### config.mk
export PLATFORM = sky130hd
export DESIGN_NAME = sac_converter
export DESIGN_NICKNAME = d
export VERILOG_FILES = /design/src/verilog/sac_pkg.sv /design/src/verilog/sac_if.sv /design/src/verilog/sac_result_store.sv /design/src/verilog/sac_converter.sv
export VERILOG_INCLUDE_DIRS = /design/src /design/src/verilog
export SDC_FILE = /design/constraint.sdc
export NUM_CORES = 1
export LEC_CHECK = 0
export ABC_AREA = 1
export BUFFER_PORTS_ARGS = -buffer_cell sky130_fd_sc_hd__buf_2
export CORE_AREA = 2 2 103 105
export CTS_CLUSTER_SIZE = 8
export DETAILED_ROUTE_END_ITERATION = 8
export DIE_AREA = 0 0 105 107
export MAX_ROUTING_LAYER = met4
export SYNTH_ARGS = -nofsm -noshare
export SYNTH_HDL_FRONTEND = slang
export SYNTH_SLANG_ARGS = --single-unit
### constraint.sdc
create_clock -name CLK_SYS -period 6 [get_ports CLK_SYS]
set_input_delay 1.2 -clock CLK_SYS [delete_from_list [all_inputs] [get_ports CLK_SYS]]
set_output_delay 1.2 -clock CLK_SYS [all_outputs]
set_load 0.02 [all_outputs]
### src/verilog/sac_defines.svh
// Constants for the converter sequencer and result registers
`ifndef SAC_DEFINES_SVH
`define SAC_DEFINES_SVH
// -----------------------------------------------------------------
// Addresses
// -----------------------------------------------------------------
`define SAC_ADDR_MODE 16'hFF2A
`define SAC_ADDR_RES_LO 16'hFF18
`define SAC_ADDR_RES_HI 16'hFF19
`define SAC_ADDR_RES_HB 16'hFF1F
`define SAC_ADDR_CHAN 16'hFF2B
`define SAC_ADDR_PINCFG 16'hFF22
// -----------------------------------------------------------------
// Mode register fields
// -----------------------------------------------------------------
`define SAC_BIT_RUN 7
`define SAC_BIT_CMP 0
`define SAC_TSEL_HI 5
`define SAC_TSEL_LO 3
`define SAC_RSEL_HI 2
`define SAC_RSEL_LO 1
`define SAC_MODE_WMASK 8'hBF
`define SAC_RST_MODE 8'h00
`define SAC_RST_WIDE 16'h0000
`define SAC_RST_BYTE 8'h00
// -----------------------------------------------------------------
// Timing
// -----------------------------------------------------------------
`define SAC_STEP_DIV 9'h00B
`define SAC_NSTEPS 9'h00A
`define SAC_MSB_IDX 4'h9
`define SAC_SAR_MID 10'h200
// Conversion lengths in clock cycles, normal range
`define SAC_CYC_N0 9'h108
`define SAC_CYC_N1 9'h0B0
`define SAC_CYC_N2 9'h084
`define SAC_CYC_N3 9'h058
`define SAC_CYC_N4 9'h042
`define SAC_CYC_N5 9'h02C
// Conversion lengths in clock cycles, low reference range
`define SAC_CYC_L0 9'h1E0
`define SAC_CYC_L1 9'h140
`define SAC_CYC_L2 9'h0F0
`define SAC_CYC_L3 9'h0A0
`define SAC_CYC_L4 9'h078
// Longest valid setting, used for prohibited codes
`define SAC_CYC_SLOWEST 9'h1E0
`endif

### src/verilog/sac_pkg.sv
// Types for the converter sequencer
`default_nettype none
package sac_pkg;
  typedef enum logic [1:0] {SAC_IDLE, SAC_SAMPLE, SAC_RESOLVE} sac_state_t;
endpackage
`default_nettype wire

### src/verilog/sac_if.sv
// Result-load handshake between sequencer and result store
`timescale 1ns/10ps
`default_nettype none
interface sac_if;
  logic load;
  logic [9:0] value;
  logic clear;
  modport seq (output load, output value, output clear);
  modport store (input load, input value, input clear);
endinterface
`default_nettype wire

### src/verilog/sac_result_store.sv
// Result registers holding the finished conversion value
`timescale 1ns/10ps
`default_nettype none
`include "sac_defines.svh"
module sac_result_store
  import sac_pkg::*;
(
  input wire logic CLK_SYS,
  input wire logic RST_B,
  sac_if.store res,
  output logic [15:0] wide,
  output logic [7:0] high_byte
);
  logic [15:0] next_wide;
  logic [7:0] next_high_byte;

  // Left-justified load, low six bits zero
  always_comb begin
    next_wide = wide;
    next_high_byte = high_byte;
    if (res.clear) begin
      next_wide = `SAC_RST_WIDE;
      next_high_byte = `SAC_RST_BYTE;
    end
    if (res.load) begin
      next_wide = {res.value, 6'h00};
      next_high_byte = res.value[9:2];
    end
  end

  // Reset clears both results
  always_ff @(posedge CLK_SYS or negedge RST_B) begin
    if (!RST_B) begin
      wide <= `SAC_RST_WIDE;
      high_byte <= `SAC_RST_BYTE;
    end else begin
      wide <= next_wide;
      high_byte <= next_high_byte;
    end
  end
endmodule
`default_nettype wire

### src/verilog/sac_converter.sv
// Successive-approximation converter sequencer with mode and result registers
`timescale 1ns/10ps
`default_nettype none
`include "sac_defines.svh"
module sac_converter
  import sac_pkg::*;
(
  input wire logic CLK_SYS,
  input wire logic RST_B,
  input wire logic [15:0] ADDR,
  input wire logic WR_EN,
  input wire logic RD_EN,
  input wire logic WIDE_ACCESS,
  input wire logic [7:0] WDATA,
  input wire logic CMP_RESULT,
  output logic [15:0] RDATA,
  output logic WAIT_CYCLE,
  output logic COMPARATOR_ON,
  output logic SAMPLE_HOLD,
  output logic [9:0] DAC_CODE,
  output logic CONVERSION_DONE_IRQ,
  output logic FIRST_RESULT_INVALID
);
  sac_if res_link();
  sac_state_t state, next_state;
  logic [7:0] converter_mode_reg, next_mode;
  logic [8:0] cyc_cnt, next_cyc_cnt;
  logic [3:0] bit_idx, next_bit_idx;
  logic [9:0] sar, next_sar;
  logic first_pending, next_first_pending;
  logic [15:0] next_rdata;
  logic next_wait, next_irq, next_invalid;
  logic next_cmp_on, next_sample_hold;
  logic [15:0] wide;
  logic [7:0] high_byte;
  logic [8:0] total_cycles;
  logic [8:0] step_cycles;
  logic conv_run;
  logic mode_wr;

  // -----------------------------------------------------------------
  // Timing table
  // -----------------------------------------------------------------
  // Cycle count from time and range codes
  function automatic logic [8:0] conv_cycles(input logic [2:0] tsel, input logic [1:0] rsel);
    logic [8:0] c;
    c = `SAC_CYC_SLOWEST;
    if (rsel == 2'b00) begin
      case (tsel)
        3'b000: c = `SAC_CYC_N0;
        3'b001: c = `SAC_CYC_N1;
        3'b010: c = `SAC_CYC_N2;
        3'b011: c = `SAC_CYC_N3;
        3'b100: c = `SAC_CYC_N4;
        3'b101: c = `SAC_CYC_N5;
        default: c = `SAC_CYC_SLOWEST;
      endcase
    end else if (rsel == 2'b01) begin
      case (tsel)
        3'b000: c = `SAC_CYC_L0;
        3'b001: c = `SAC_CYC_L1;
        3'b010: c = `SAC_CYC_L2;
        3'b011: c = `SAC_CYC_L3;
        3'b100: c = `SAC_CYC_L4;
        default: c = `SAC_CYC_SLOWEST;
      endcase
    end else begin
      c = `SAC_CYC_SLOWEST;
    end
    return c;
  endfunction

  assign conv_run = converter_mode_reg[`SAC_BIT_RUN];
  assign total_cycles = conv_cycles(converter_mode_reg[`SAC_TSEL_HI:`SAC_TSEL_LO],
                                    converter_mode_reg[`SAC_RSEL_HI:`SAC_RSEL_LO]);
  // Per-bit time; remainder absorbed by sampling
  assign step_cycles = total_cycles / `SAC_STEP_DIV;
  assign mode_wr = WR_EN && (ADDR == `SAC_ADDR_MODE);

  // -----------------------------------------------------------------
  // Mode register and bus
  // -----------------------------------------------------------------
  // Register writes and read data
  always_comb begin
    next_mode = converter_mode_reg;
    next_rdata = RDATA;
    next_wait = 1'b0;
    if (mode_wr) begin
      next_mode = WDATA & `SAC_MODE_WMASK;
    end
    next_cmp_on = next_mode[`SAC_BIT_CMP];
    if (mode_wr) begin
      next_wait = 1'b1;
    end
    if (RD_EN) begin
      next_rdata = 16'h0000;
      case (ADDR)
        `SAC_ADDR_RES_LO: begin
          next_rdata = WIDE_ACCESS ? wide : 16'h0000;
          next_wait = 1'b1;
        end
        `SAC_ADDR_RES_HI: begin
          next_rdata = {8'h00, wide[15:8]};
          next_wait = 1'b1;
        end
        `SAC_ADDR_RES_HB: begin
          next_rdata = {8'h00, high_byte};
          next_wait = 1'b1;
        end
        `SAC_ADDR_MODE: next_rdata = {8'h00, converter_mode_reg};
        default: next_rdata = 16'h0000;
      endcase
    end
  end

  // -----------------------------------------------------------------
  // Sequencer
  // -----------------------------------------------------------------
  // Sampling then bitwise resolution
  always_comb begin
    next_state = state;
    next_cyc_cnt = cyc_cnt;
    next_bit_idx = bit_idx;
    next_sar = sar;
    next_first_pending = first_pending;
    next_irq = 1'b0;
    next_invalid = FIRST_RESULT_INVALID;
    res_link.load = 1'b0;
    res_link.value = sar;
    res_link.clear = mode_wr || (WR_EN && (ADDR == `SAC_ADDR_CHAN ||
                                           ADDR == `SAC_ADDR_PINCFG));
    case (state)
      SAC_IDLE: begin
        if (conv_run) begin
          next_state = SAC_SAMPLE;
          next_cyc_cnt = 9'd0;
          next_first_pending = !converter_mode_reg[`SAC_BIT_CMP];
        end
      end
      SAC_SAMPLE: begin
        next_cyc_cnt = cyc_cnt + 9'd1;
        if (cyc_cnt + 9'd1 >= total_cycles - step_cycles * `SAC_NSTEPS) begin
          next_state = SAC_RESOLVE;
          next_cyc_cnt = 9'd0;
          next_bit_idx = `SAC_MSB_IDX;
          next_sar = `SAC_SAR_MID;
        end
      end
      SAC_RESOLVE: begin
        next_cyc_cnt = cyc_cnt + 9'd1;
        if (cyc_cnt + 9'd1 >= step_cycles) begin
          next_cyc_cnt = 9'd0;
          // keep or drop trial bit, MSB first
          next_sar[bit_idx] = CMP_RESULT;
          if (bit_idx != 4'd0) begin
            next_sar[bit_idx - 4'd1] = 1'b1;
            next_bit_idx = bit_idx - 4'd1;
          end else begin
            res_link.load = 1'b1;
            res_link.value = {sar[9:1], CMP_RESULT};
            next_irq = 1'b1;
            next_invalid = first_pending;
            next_first_pending = 1'b0;
            next_state = SAC_SAMPLE;
          end
        end
      end
      default: next_state = SAC_IDLE;
    endcase
    if (!conv_run) begin
      next_state = SAC_IDLE;
      next_cyc_cnt = 9'd0;
    end
    next_sample_hold = (next_state == SAC_SAMPLE);
  end

  // Register all state
  always_ff @(posedge CLK_SYS or negedge RST_B) begin
    if (!RST_B) begin
      state <= SAC_IDLE;
      converter_mode_reg <= `SAC_RST_MODE;
      cyc_cnt <= 9'd0;
      bit_idx <= 4'd0;
      sar <= 10'h000;
      first_pending <= 1'b0;
      RDATA <= 16'h0000;
      WAIT_CYCLE <= 1'b0;
      COMPARATOR_ON <= 1'b0;
      SAMPLE_HOLD <= 1'b0;
      DAC_CODE <= 10'h000;
      CONVERSION_DONE_IRQ <= 1'b0;
      FIRST_RESULT_INVALID <= 1'b0;
    end else begin
      state <= next_state;
      converter_mode_reg <= next_mode;
      cyc_cnt <= next_cyc_cnt;
      bit_idx <= next_bit_idx;
      sar <= next_sar;
      first_pending <= next_first_pending;
      RDATA <= next_rdata;
      WAIT_CYCLE <= next_wait;
      COMPARATOR_ON <= next_cmp_on;
      SAMPLE_HOLD <= next_sample_hold;
      DAC_CODE <= next_sar;
      CONVERSION_DONE_IRQ <= next_irq;
      FIRST_RESULT_INVALID <= next_invalid;
    end
  end

  sac_result_store i_sac_result_store (
    .CLK_SYS(CLK_SYS),
    .RST_B(RST_B),
    .res(res_link.store),
    .wide(wide),
    .high_byte(high_byte)
  );
endmodule
`default_nettype wire

==> impl_results.md <==
- Placement Rows: 37
- Core Region: 0.0101 mm²
- Via count: between 4000 and 5000
- Top flop regs: RDATA x16, sar x10, cyc_cnt x9
- Async SR Flop Fraction: between 90% and 100%
- Max reg flops: 16
- CP Depth: 39
- Hold buffer count at CTS: 0
- Fmax: about 180 MHz
- N_diodes: 0
- Vias in the first global route: roughly 4000
- DR WL/cell: about 14 µm
- RSZ-0062 raised after global routing: no
- Top_reg_cell synth: dfrtp_1
- R2R Path Start: converter_mode_reg[4]
- H-tree levels: 3
- Clock share of power: between 30% and 40%
- Syn Area/Cell: ~7.4 µm²
- CTS clk-pin slew, worst paths: approximately 70 ps
- Most used cell, CP: nand2_1
- Worst Path Arrival: about 5700 ps
- Initial antenna violation count: 0
- Yosys top cell by area: dfrtp_1
- Status: finished, final reports clean
- Post-route setup TNS: 0 ps
- Met2 WL: 5170 µm
- Commonest cells post-synth: nand2_1, inv_1, dfrtp_1
- CP bufs+invs: 7
- Initial core utilization: between 40% and 50%
- Routed WL: roughly 11000 µm
- Pwr Density: about 220 mW/mm²
- Placer congestion estimate: around 0.90
- Max Cap Viol: 0
- Fraction of power consumed by sequential logic: between 40 and 50%
- Slew headroom: a little under half
- Gr usage total: a little over a fifth
- Iteration-0 DRC Markers: 237
- Vias per cell: 5.17
- Number of synthesized flops with an enable pin: 0
- Wire length on met3: between 500 and 600 µm
- Switching pwr: just over 0.4 mW
- I/O Buffers: 59
- Max stage delay cell, worst path: dfrtp_2
- Critical path type: reg2reg
- Logic gate share of total power: 26.6%
- Worst-path maximum fanout: 7
- Final-report setup violation count: 0
- LEAKAGE: ~2.9 nW
- Area Growth Syn to Fin: 16.9%
- Synthesized instance count: between 600 and 700
- Pin count of the biggest net entering global routing: between 60 and 70
- Netlist cell types: 39
- DRT met1 WL: roughly 5400 µm
- Pre-antenna DRT Iters: 5
- Worst setup endpoint: bit_idx[3]
- R2R depth: 39
- Critical Path RT: around 6200 ps
- Synth Register Bits: 63
- CTS sink count: 63
- Worst Tran Pin Value: between 700 and 800 ps
- Post-synth top area share: between 30% and 40%
- Setup crit start: converter_mode_reg[4]
- First-pass GRT wire length: between 15000 and 20000 µm
- Cell family with most CP delay: simple AND/OR/NAND/NOR gates
- Fin crit share: between 90% and 100%
- Remaining antenna violation count: 0
- DP Area: ~0.0050 mm²
- Sw frac: 35.1%
- Bufs on Longest Clock Path: 2
- Most numerous cell in the Yosys netlist: nand2_1
- IO Count: slightly above 60
- Crit. End Element: register
- Net Count, Synth: 682
- TritonCTS Buffers: 9
- Critical path's largest stage delay: 470 ps
- CTS tree: done
- Worst-case vdd ir drop: 0.137 mV
- Die Footprint: roughly 0.011 mm²
- Fin. Hold Viols: 0
- Die W: between 100 and 150 µm
- Reg2Reg Setup Slack: between 500 and 600 ps
- Residual DRC: 0
- Root buf cell: clkbuf_8
- Post-DP HPWL: approximately 8700 µm
- Post-route cell area: 0.00530 mm²
- Area contributors post-synth: dfrtp_1, nand2_1, ha_1, inv_1, nand3_1
- Startpoint Class: register
- Biggest register: RDATA
- Final worst path period need: roughly 5400 ps
- Syn. warnings: 0
- FF-to-FF End: bit_idx[3]
- Max layer used: met4
- Hold Path Class: reg2reg
- Worst Skew: about 9.5 ps
- Die Height: around 110 µm
- Ratio of cells with drive above 1 in the final layout: between 10% and 20%
- Sequential fraction of the synthesis area: a little over a third
- Slew Viols, Final: 0
- Grt ovf: 0
- Synth Cell Area: 0.00453 mm²
- Int Pwr: 0.757 mW
- NumNets Final: about 760
- Worst skew pair latency: roughly 350 ps
cell usage in the layout (no fill, tap or decap), types with 3 or more instances in the layout:
cell type,count
nor3_1,6
buf_2,59
nor4_1,3
nand2_1,150
a22o_1,8
o22ai_1,11
xor2_1,9
nand3_1,46
inv_1,95
nand3_2,6
nand2_2,8
o31ai_1,8
a31oi_1,3
o21ai_1,3
xnor2_1,5
ha_1,41
inv_2,5
nor2_4,4
o21bai_1,3
dfrtp_1,59
o21ai_0,42
nor2_1,29
buf_4,11
dfrtp_2,4
o21ai_2,3
nand4_1,10
a21oi_1,15
nor2_2,5
o41ai_1,3
clkbuf_8,10
kinds of logic after synthesis:
logic type / share of synthesized area (%)
simple gates: 26.6
buf+inv: 9.61
compound gates: 14.1
flops: 34.8
fa+ha+maj: 12.2
xor+xnor: 2.71
per-layer routing:
metal / track usage (%) / up-vias
met4: 5.62 / 0
met1: 27.7 / 1983
li1: - / 2158
met2: 34.2 / 103
met3: 4.68 / 11
met5: - / -
worst min-delay path by stage:
stage / cells past startpoint / end / start / slack [ps]
after floorplan: 2 / FIRST_RESULT_INVALID / first_pending / 440
after global placement: 2 / RDATA[14] / RDATA[14] / 460
after detailed placement: 2 / RDATA[14] / RDATA[14] / 460
after CTS: 2 / RDATA[14] / RDATA[14] / 490
after global routing: 2 / RDATA[14] / RDATA[14] / 510
final: 2 / FIRST_RESULT_INVALID / first_pending / 490
repair_timing:
action	CTS	global route
setup buffers	0	6
setup endpoints to repair	0	26
gates resized for setup	0	24
through the flow:
stage	hold WS (ps)	setup slack, ps	std cells	power [mW]	utilization, %
2_1_floorplan	442	871	609	0.713	-
3_3_place_gp	457	163	801	0.781	49.4
3_5_place_dp	462	92.2	801	0.790	49.4
4_1_cts	486	50.5	817	1.17	51.4
6_report	487	555	823	1.17	52.5
5_1_grt	511	23.3	823	1.24	52.5
power groups by stage:
stage          Sequential, mW  Clock [mW]  Combinational (mW)
4_1_cts                 0.478       0.385               0.306
6_report                0.478       0.378               0.311
5_1_grt                 0.481       0.403               0.358
2_1_floorplan           0.487           0               0.225
3_5_place_dp            0.485           0               0.304
3_3_place_gp            0.484           0               0.297
tightest hold or removal path: stages, from the launching register on:
cell and delay [ps]:
dfrtp_1 350, nand2_1 60, nand2_1 50
cell type report:
type                    instances  area, µm²
clock buffers                  11        141
fillers                       999       4790
flip-flops and latches         63       1580
repair buffers                 70        378
inverters                     103        392
clock inverters                 5       57.6
well taps                     136        170
multi-input cells             435       2580
Note: power is estimated with default switching activity, not from simulation.
